<file path="src/rtl/rrq_pkg.sv">
// Functional notes
// RULE_01 - Routed-by-ID vendor message carries destination ID in descriptor bits 15:0.
// RULE_02 - Vendor message: descriptor bits 63:32 become header Dword 3.
// RULE_03 - ATS message: descriptor bits 63:0 become header Dwords 2 and 3.
// RULE_04 - Every packet starts with the 16-byte descriptor, payload after it.
// RULE_05 - Valid must stay high whole packet; a mid-packet drop nullifies the TLP.
// RULE_06 - User asserts last in the final beat of every packet.
// RULE_07 - Ready may drop any cycle; user holds all inputs while ready low.
// RULE_08 - One keep bit per Dword, contiguous; gaps only in final beat.
// RULE_09 - Head and tail byte enables are given in each packet's first beat.
// RULE_10 - Payload within max payload size and never crosses 4 Kbyte boundary.
// RULE_11 - Zero-length write sends one dummy Dword with all byte enables zero.
// RULE_12 - Byte enables contiguous except memory writes of two Dwords or less.
// RULE_13 - Straddled beat: offset 3:2, enables 7:4 second TLP; 1:0, 3:0 first. Code ignores i_straddle_en and starts no second TLP in a beat.
// RULE_14 - Address-aligned payload starts in second quarter; offset gives first Dword.
// RULE_15 - Non-posted request without payload is only the descriptor, keep on it.
// RULE_16 - Zero-length read: length one Dword, both byte enables zero.
// RULE_17 - Read requests carry completion placement offset in the offset field.
// RULE_18 - Non-posted payload: no gap Dword-aligned; offset-placed in address mode.
// RULE_19 - I/O and config writes use head enables; atomics take all bytes valid.
// RULE_20 - Message payload follows the descriptor directly in either mode.
// RULE_21 - Messages ignore byte enables; end from last and keep; offset zero.
// RULE_22 - Discontinue during payload aborts the request; device nullifies the TLP.
// RULE_23 - Discontinue only with valid; no new packet in an aborted beat.
// RULE_24 - Discontinue is sticky for the rest of a continuing packet.
// RULE_25 - Alignment mode and straddle enable are static configuration.
package rrq_pkg;
  localparam int DATA_W      = 512;
  localparam int DW_PER_BEAT = 16;
  localparam int DESC_W      = 128;
  localparam int TYPE_LSB    = 75;
  localparam int TYPE_W      = 4;
  localparam int ROUTE_LSB   = 112;
  localparam int MCODE_LSB   = 104;
  localparam logic [3:0] TYPE_MSG_VEND = 4'hD;
  localparam logic [3:0] TYPE_MSG_ATS  = 4'hE;
  localparam logic [3:0] TYPE_ATOMIC0  = 4'h4;
  localparam logic [3:0] TYPE_ATOMIC2  = 4'h6;
  localparam logic [2:0] ROUTE_BY_ID   = 3'h2;

  typedef struct packed {
    logic       discontinue;
    logic [3:0] addr_offset;
    logic [7:0] tail_byte_enables;
    logic [7:0] head_byte_enables;
  } rrq_side_t;

  typedef struct packed {
    logic [31:0] hdr_dw3;
    logic [31:0] hdr_dw2;
    logic [15:0] dest_id;
    logic [7:0]  head_be;
    logic [7:0]  tail_be;
    logic [3:0]  addr_offset;
    logic [3:0]  req_type;
    logic        is_msg;
  } rrq_hdr_t;
endpackage

</file>
<file path="src/rtl/rrq_port.sv">
`timescale 1ns/10ps
module rrq_port
(
  input  wire logic                   i_clk,             // User clock
  input  wire logic                   i_arst_n,          // Async reset, low
  input  wire logic                   i_ce,              // Clock enable
  input  wire logic                   i_addr_aligned,    // Address-aligned mode
  input  wire logic                   i_straddle_en,     // Straddle enable
  input  wire logic                   i_req_in_valid,    // Request beat valid
  output logic                        o_req_in_ready,    // Device accepts beat
  input  wire logic                   i_req_in_last,     // Final beat
  input  wire logic [rrq_pkg::DATA_W-1:0] i_req_in_data, // Beat data
  input  wire logic [rrq_pkg::DW_PER_BEAT-1:0] i_req_in_keep, // Dword keep
  input  wire rrq_pkg::rrq_side_t     i_req_in_sideband, // Sideband
  input  wire logic                   i_link_ready,      // Link side accepts beat
  output logic                        o_tlp_valid,       // Beat to link
  output logic [rrq_pkg::DATA_W-1:0]  o_tlp_data,        // Beat data to link
  output logic [rrq_pkg::DW_PER_BEAT-1:0] o_req_dword_keep, // Keep to link
  output logic                        o_tlp_sop,         // First beat of TLP
  output logic                        o_tlp_eop,         // Last beat of TLP
  output logic                        o_tlp_nullify,     // Nullify this TLP
  output rrq_pkg::rrq_hdr_t           o_tlp_hdr,         // Header fields
  output logic                        o_cfg_locked       // Config latched
);
  import rrq_pkg::*;

  typedef enum logic [1:0] {S_IDLE, S_BODY} rrq_state_t;

  rrq_state_t state, next_state;
  logic       err, next_err;
  logic       ovalid, next_ovalid;
  logic [DATA_W-1:0] odata, next_odata;
  logic [DW_PER_BEAT-1:0] okeep, next_okeep;
  logic       osop, next_osop, oeop, next_oeop, onull, next_onull;
  rrq_hdr_t   hdr, next_hdr;
  logic       cfg_lock, next_cfg_lock;
  logic       accept;
  logic [3:0] rtype;
  logic       is_msg;
  logic [2:0] route;

  // Accept when output slot free or draining
  assign o_req_in_ready = ~ovalid | i_link_ready; // RULE_07
  assign accept = i_ce & i_req_in_valid & o_req_in_ready;
  assign rtype  = i_req_in_data[TYPE_LSB +: TYPE_W];
  assign route  = i_req_in_data[ROUTE_LSB +: 3];
  assign is_msg = rtype[3] & rtype[2];

  always_comb
  begin
    next_state    = state;
    next_err      = err;
    next_ovalid   = ovalid;
    next_odata    = odata;
    next_okeep    = okeep;
    next_osop     = osop;
    next_oeop     = oeop;
    next_onull    = onull;
    next_hdr      = hdr;
    next_cfg_lock = cfg_lock;
    if (ovalid && i_link_ready)
      next_ovalid = 1'b0;
    if (state == S_BODY && !i_req_in_valid)
      next_err = 1'b1; // RULE_05
    if (accept)
    begin
      next_cfg_lock = 1'b1; // RULE_25
      next_ovalid   = 1'b1;
      next_odata    = i_req_in_data;
      next_okeep    = i_req_in_keep;
      next_osop     = (state == S_IDLE);
      next_oeop     = i_req_in_last;
      if (state == S_IDLE)
      begin
        next_hdr.req_type    = rtype;
        next_hdr.is_msg      = is_msg;
        next_hdr.addr_offset = is_msg ? 4'h0 : i_req_in_sideband.addr_offset; // RULE_21
        next_hdr.dest_id     = (is_msg && route == ROUTE_BY_ID) ? i_req_in_data[15:0] : 16'h0000;
        next_hdr.hdr_dw2     = 32'h0000_0000;
        next_hdr.hdr_dw3     = 32'h0000_0000;
        if (rtype == TYPE_MSG_VEND)
          next_hdr.hdr_dw3 = i_req_in_data[63:32]; // RULE_02
        if (rtype == TYPE_MSG_ATS)
        begin
          next_hdr.hdr_dw2 = i_req_in_data[31:0]; // RULE_03
          next_hdr.hdr_dw3 = i_req_in_data[63:32]; // RULE_03
        end
        if (is_msg)
        begin
          next_hdr.head_be = 8'h00; // RULE_21
          next_hdr.tail_be = 8'h00;
        end
        else if (rtype >= TYPE_ATOMIC0 && rtype <= TYPE_ATOMIC2)
        begin
          next_hdr.head_be = 8'hFF; // RULE_19
          next_hdr.tail_be = 8'hFF;
        end
        else
        begin
          next_hdr.head_be = i_req_in_sideband.head_byte_enables; // RULE_13
          next_hdr.tail_be = i_req_in_sideband.tail_byte_enables;
        end
      end
      // Sticky abort covers later beats of same packet
      next_onull = next_err | i_req_in_sideband.discontinue; // RULE_22
      if (i_req_in_last)
      begin
        next_state = S_IDLE;
        next_err   = 1'b0;
      end
      else
      begin
        next_state = S_BODY;
        next_err   = next_err | i_req_in_sideband.discontinue; // RULE_24
      end
    end
  end

  always_ff @(posedge i_clk or negedge i_arst_n)
  begin
    if (!i_arst_n)
    begin
      state    <= S_IDLE;
      err      <= 1'b0;
      ovalid   <= 1'b0;
      odata    <= '0;
      okeep    <= '0;
      osop     <= 1'b0;
      oeop     <= 1'b0;
      onull    <= 1'b0;
      hdr      <= '0;
      cfg_lock <= 1'b0;
    end
    else if (i_ce)
    begin
      state    <= next_state;
      err      <= next_err;
      ovalid   <= next_ovalid;
      odata    <= next_odata;
      okeep    <= next_okeep;
      osop     <= next_osop;
      oeop     <= next_oeop;
      onull    <= next_onull;
      hdr      <= next_hdr;
      cfg_lock <= next_cfg_lock;
    end
  end

  assign o_tlp_valid      = ovalid;
  assign o_tlp_data       = odata;
  assign o_req_dword_keep = okeep;
  assign o_tlp_sop        = osop;
  assign o_tlp_eop        = oeop;
  assign o_tlp_nullify    = onull;
  assign o_tlp_hdr        = hdr;
  assign o_cfg_locked     = cfg_lock;
endmodule

</file>
<file path="config.mk">
export PLATFORM = sky130hd
export DESIGN_NAME = rrq_port
export DESIGN_NICKNAME = d
export VERILOG_FILES = /design/src/rtl/rrq_pkg.sv /design/src/rtl/rrq_port.sv
export SDC_FILE = /design/constraint.sdc
export NUM_CORES = 1
export LEC_CHECK = 0
export BUFFER_PORTS_ARGS = -buffer_cell sky130_fd_sc_hd__buf_2
export CORE_AREA = 2 2 468 470
export CTS_BUF_LIST = sky130_fd_sc_hd__clkbuf_4 sky130_fd_sc_hd__clkbuf_8 sky130_fd_sc_hd__clkbuf_16
export DETAILED_ROUTE_END_ITERATION = 10
export DIE_AREA = 0 0 470 472
export PLACE_DENSITY_LB_ADDON = 0.05
export SKIP_LAST_GASP = 1
export SYNTH_ARGS = -nofsm -noshare
export SYNTH_HDL_FRONTEND = slang
export SYNTH_SLANG_ARGS = --single-unit
</file>
<file path="constraint.sdc">
create_clock -name i_clk -period 1.6 [get_ports i_clk]
set_input_delay 0.32 -clock i_clk [delete_from_list [all_inputs] [get_ports i_clk]]
set_output_delay 0.32 -clock i_clk [all_outputs]
set_load 0.05 [all_outputs]
</file>
==> flow_summary.yaml, run 1 <==
outcome:
  status: "complete, but fails checks"
  violations: "negative setup slack"
timing:
  hold-worst-slack_ns: 0.122
  fmax_mhz: 547
  slew_headroom_pct: 57.6
  fin_skew_ns: 0.0342
  hold_viol: 0
  tightest_slew_ns: 0.635
  setup_viol: 555
  finalCriticalPeriod_ns: 1.83
  grt_setup_unrepaired: "true"
  fin_crit_sh_pct: 114
  timing.final.ws_setup_ns: -0.229
  drv_slew: 0
cells_and_area:
  drive_above_1_share_pct: 60.8
  seq_area_mm2: 0.0160
  areaGrowthSynthToFinish_pct: 108
  nets: 4170
  final_cell_mix: "dfrtp_1, buf_6, dlygate4sd3_1, buf_2, mux2_2"
  layout_commonest_cell: "dfrtp_1"
  multi_input_comb_area_mm2: 0.00847
  fill_cells: 23100
  finalInstanceArea_mm2: 0.0514
logic_synthesis:
  synth_fa_ha_area_share_pct: 0
  synth_edf_count: 0
  synthTopCellsByArea: "dfrtp_1, mux2_2, mux2_4, a32o_1, mux2i_1"
  synth_seq_cells: 640
  async_flop_share_pct: 100
  synth_cell_type_count: 29
  synth_top_area_share_pct: 64.9
  synth_compound_area_share_pct: 3.08
  synth_xor_area_share_pct: 0.0355
  netlist_area_mm2: 0.0247
  synth_largest_area_cell: "dfrtp_1"
  synth_top_family_by_area: "multiplexers"
  synthFlopType: "dfrtp_1"
  synth_cells: 1533
  synth-simple-area-share_pct: 2.17
  ys_warn_count: 0
  seq_area_frac_synth_pct: 64.9
  synthMuxAreaShare_pct: 26.8
  synth_nets: 2090
  avgSynthCellArea_um2: 16.1
power:
  power_mw: 72.6
  ir_drop_v: 0.000769
  p_leak_nw: 23.5
  p_per_area_mw_per_mm2: 1410
global_routing:
  antenna_found_initial: 48
  grt_pass1_vias: 23700
  track_usage_pct: 12.0
  grt_overflow_total: 0
  grt_pass1_wl_mm: 190
  grt_max_degree: 65
detailed_routing:
  vias_per_cell: 3.27
  wl_met3_mm: 11.9
  drt_iter0_markers: 581
  drt-total-wl_mm: 144
  wire_per_inst_um: 21.9
  top_layer: "met5"
  postRouteAntennaNets: 0
  wl_met2_mm: 71.8
  wl_met1_mm: 54.6
  drc: 0
  vias: 21500
  firstDrtPassIters: 4
critical_path:
  cp_max_fo: 9
  cp.required_ns: 2.18
  critPathBufInv: 4
  start_kind: "register"
  path_cells: "nand2b_4 > and2_4 > buf_8 > buf_16 > buf_16 > clkbuf_16 > mux2_2"
  slowest_stage: "dfrtp_2"
  path_delay_family: "buffers and inverters"
  critical_path_class: "register to register"
  end_kind: "register"
  crit_top_cell: "buf_16"
  worst-endpoint-arrival_ns: 2.41
  max_stage_delay_ns: 0.42
floorplan:
  ios: 1196
  fp.dieArea_mm2: 0.222
  die_h_um: 472
  core_area_mm2: 0.217
  num_rows: 171
  die_w_um: 470
  initial_core_util_pct: 11.4
clock_tree:
  cts_root_buf: "clkbuf_16"
  cts_tree: "yes"
  clk_pin_slew_worst_paths_ns: 0.06
  cts_buffers: 94
  clk_path_buf_depth: 3
  clock_sinks: 640
  htreeDepth: 3
  clock_latency_ns: 0.71
place:
  dp_hpwl_mm: 108
  port-buffer-count: 1193
  routabilityCongestion: 0.778
  dpl_cell_area_mm2: 0.0352
flow_run:
  cap_violations: 0
hold_path:
  hp-class: "input port to async pin"
## stage by stage
step / instances / utilization [%] / setup TNS (ns) / worst slack [ns]
floorplan: 1533 / - / -143.29 / -0.289
global placement: 5600 / 16.2 / -143.51 / -0.405
detailed placement: 5600 / 16.2 / -137.00 / -0.405
CTS: 6401 / 21.8 / -194.46 / -0.300
global route: 6559 / 23.7 / -150.63 / -0.270
finish: 6564 / 23.7 / -71.75 / -0.229
## cells by family after synthesis
group,Yosys count
simple gates,100
buf+inv,135
xor+xnor,1
flops,640
mux,569
compound gates,88
## repair_timing
item / 4_1_cts / 5_1_grt
gates resized for setup: 745 / 1126
endpoints found under the hold margin: 959 / 0
cloned: 8 / 39
pin swaps: 0 / 1
setup endpoints to repair: 1081 / 1261
setup buffers: 67 / 112
hold buffers: 555 / 0
## final timing paths
| kind | start | endpoint | slack, ns | depth (start not counted) |
|---|---|---|---|---|
| min in group i_clk | i_req_in_valid | o_tlp_valid | 0.29 | 4 |
| setup / recovery | o_tlp_valid | o_tlp_data[280] | -0.23 | 7 |
| hold reg to reg | o_cfg_locked | o_cfg_locked | 0.50 | 1 |
| max in group asynchronous | i_arst_n | o_tlp_hdr[83] | 0.62 | 4 |
| hold / removal | i_arst_n | o_tlp_data[266] | 0.12 | 2 |
| setup reg to reg | o_tlp_valid | o_tlp_data[280] | -0.23 | 7 |
## worst reg2reg max path: cells and delay by family (launching register included)
kind / cells / cell delay, ns
buffers and inverters: 4 / 0.70
and+or+nand+nor: 2 / 0.25
DFF: 1 / 0.42
muxes: 1 / 0.33
## power breakdown
| group | total [mW] | internal (mW) | switching (mW) |
|---|---|---|---|
| clock | 21.6 | 13.2 | 8.44 |
| sequential | 21.8 | 19.3 | 2.47 |
| combinational | 29.2 | 12.1 | 17.1 |
## registers in the layout, indices dropped and copies added, names as in the netlist
| name | flops |
|---|---|
| o_tlp_data | 512 |
| o_tlp_hdr | 105 |
| state | 1 |
| o_tlp_sop | 1 |
| o_cfg_locked | 1 |
| o_tlp_nullify | 1 |
| o_tlp_valid | 1 |
| err | 1 |
| o_req_dword_keep | 16 |
| o_tlp_eop | 1 |
## Yosys cell counts, drive strengths merged, types with 2 or more instances
master	instances
nand2b	2
nand4	2
nor2b	50
inv	41
buf	72
a32o	48
mux2	532
a21oi	16
nand2	40
dfrtp	640
clkbuf	22
mux2i	37
and2	2
o2bb2ai	16
o21ai	3
## per-layer routing
metal | vias to the layer above | GRT usage [%]
met4 | 20 | 4.46
met1 | 10700 | 12.6
met5 | - | 0
met3 | 227 | 5.14
li1 | 9633 | -
met2 | 835 | 21.3
## cell type report
| class | count | area share (%) |
|---|---|---|
| Timing Repair Buffer | 2077 | 38.8 |
| Sequential cell | 640 | 31.2 |
| Multi-Input combinational cell | 759 | 16.5 |
| Tap cell | 2854 | 6.95 |
| Clock buffer | 151 | 5.80 |
| Clock inverter | 20 | 0.424 |
| Inverter | 41 | 0.299 |
| Antenna cell | 22 | 0.107 |
Note: power is estimated with default switching activity, not from simulation.
==> run 2: changes to the inputs <==
--- a/config.mk
+++ b/config.mk
@@ -11,6 +11,7 @@
 export DETAILED_ROUTE_END_ITERATION = 10
 export DIE_AREA = 0 0 470 472
 export PLACE_DENSITY_LB_ADDON = 0.05
+export RECOVER_POWER = 25
 export SKIP_LAST_GASP = 1
 export SYNTH_ARGS = -nofsm -noshare
 export SYNTH_HDL_FRONTEND = slang
==> run 2 against run 1 <==
Compared with the run above: the flow still finishes with violations (negative setup slack); sequential cell count unchanged; first-iteration DRC count unchanged; cell area about the same; global-route usage unchanged; count of clock-buffer cells in the layout unchanged; combinational power about the same; largest cell class unchanged.
==> flow_summary.yaml, run 2 (same netlist as run 1, synthesis figures left out) <==
outcome:
  status: "complete, but fails checks"
  violations: "negative setup slack"
floorplan:
  ios: 1196
  fp.dieArea_mm2: 0.222
  die_w_um: 470
  core_area_mm2: 0.217
  num_rows: 171
  initial_core_util_pct: 11.4
  die_h_um: 472
power:
  p_per_area_mw_per_mm2: 1410
  seqPwrFrac_pct: 30.0
  p_sw_share_pct: 38.6
  p_switching_mw: 28.0
  power_frac_clock_pct: 29.8
  power_frac_comb_pct: 40.2
  p_int_mw: 44.6
  p_leak_nw: 23.4
  power_mw: 72.6
  ir_drop_v: 0.000769
critical_path:
  cp_max_fo: 9
  max_stage_delay_ns: 0.42
  regToRegSetupSlack_ns: -0.23
  cp.required_ns: 2.18
  path_cells: "nand2b_4 > and2_4 > buf_8 > buf_16 > buf_16 > clkbuf_16 > mux2_2"
  start_kind: "register"
  slowest_stage: "dfrtp_2"
  end_kind: "register"
  critical_path_class: "register to register"
  crit_top_cell: "buf_16"
  path_delay_family: "buffers and inverters"
  worst-endpoint-arrival_ns: 2.41
  critPathBufInv: 4
global_routing:
  grt_pass1_wl_mm: 190
  gr-usage-met1_pct: 12.6
  antenna_found_initial: 48
  grt_pass1_vias: 23700
  grt_overflow_total: 0
  use_met2_pct: 21.3
  grt_max_degree: 65
  track_usage_pct: 12.0
  top_usage_layer: "met2"
  gr-usage-met3_pct: 5.14
detailed_routing:
  postRouteAntennaNets: 0
  vias: 21500
  drt-total-wl_mm: 144
  drt_iter0_markers: 581
  firstDrtPassIters: 4
  drc: 0
  vias_per_cell: 3.27
  wire_per_inst_um: 21.9
timing:
  setup_viol: 584
  slew_headroom_pct: 9.67
  fin_tns_setup_ns: -71.90
  fin_crit_sh_pct: 114
  fin_skew_ns: 0.0342
  hold-worst-slack_ns: 0.293
  hold_viol: 0
  fmax_mhz: 547
  grt_setup_unrepaired: "true"
  drv_slew: 0
  tightest_slew_ns: 1.35
  finalCriticalPeriod_ns: 1.83
  timing.final.ws_setup_ns: -0.229
clock_tree:
  clock_latency_ns: 0.71
  clock_sinks: 640
  cts_root_buf: "clkbuf_16"
  cts_buffers: 94
  cts_tree: "yes"
  clk_pin_slew_worst_paths_ns: 0.06
  clk_path_buf_depth: 3
  htreeDepth: 3
cells_and_area:
  layout_commonest_cell: "dfrtp_1"
  seq_area_mm2: 0.0160
  largest_register_ffs: 512
  drive_above_1_share_pct: 60.8
  fin_util_pct: 23.7
  final_cell_mix: "dfrtp_1, buf_6, dlygate4sd3_1, buf_2, mux2_2"
  areaGrowthSynthToFinish_pct: 108
  multi_input_comb_area_mm2: 0.00847
  nets: 4170
  fill_cells: 23100
hold_path:
  hp-class: "input port to register"
flow_run:
  cap_violations: 0
place:
  port-buffer-count: 1193
  routabilityCongestion: 0.778
  dp_slack_ns: -0.405
  dp_hpwl_mm: 108
## run 2: cell types whose count changed in the layout (fill, tap and decap cells not counted), sizes merged
cell / delta
clkbuf: +7
buf: -7
## run 2: what timing repair did
action                                  4_1_cts  5_1_grt
endpoints found under the setup margin     1081     1261
pin swaps                                     0        1
setup buffers                                67      112
gates resized for setup                     745     1126
hold buffers                                555        0
gates cloned                                  8       39
endpoints found under the hold margin       959        0
## run 2: area by class of cell
type                            instances  area share (%)
Clock inverter                         20           0.424
Tap cell                             2854            6.95
Clock buffer                          151            5.80
Timing Repair Buffer                 2077            38.7
Multi-Input combinational cell        759            16.5
Sequential cell                       640            31.2
Antenna cell                           22           0.107
Inverter                               41           0.300
## run 2: per-stage QoR
stage	std cells	area, um2
2_1_floorplan	1533	24700
3_3_place_gp	5600	35200
3_5_place_dp	5600	35200
4_1_cts	6401	47100
5_1_grt	6559	51300
6_report	6564	51300
## run 2: layer usage
| metal | up-vias | wire length, um |
|---|---|---|
| met3 | 227 | 11900 |
| li1 | 9635 | - |
| met2 | 835 | 71800 |
| met4 | 20 | 5590 |
| met5 | - | 120 |
| met1 | 10700 | 54600 |
## run 2: worst paths after layout
path / from / end / depth (start not counted)
hold / removal: i_req_in_valid / o_tlp_valid / 4
hold reg to reg: o_cfg_locked / o_cfg_locked / 1
setup reg to reg: o_tlp_valid / o_tlp_data[280] / 7
min in group asynchronous: i_arst_n / o_tlp_data[266] / 2
max in group asynchronous: i_arst_n / o_tlp_hdr[83] / 4
setup / recovery: o_tlp_valid / o_tlp_data[280] / 7
## run 2: worst min-delay path, delay by kind of cell
family | cells | cell delay, ns
AO/OA/AOI/OAI | 1 | 0.11
AND/OR/NAND/NOR | 1 | 0.20
buffers and inverters | 2 | 0.34
## run 2: power by group through the flow
stage	registers (mW)	logic [mW]	clock network (mW)
after global routing	22.2	30.4	23.3
after global placement	21.3	22.4	0
after CTS	21.4	26.4	22.7
after floorplan	32.0	3.73	0
final	21.8	29.2	21.6
after detailed placement	21.3	22.4	0
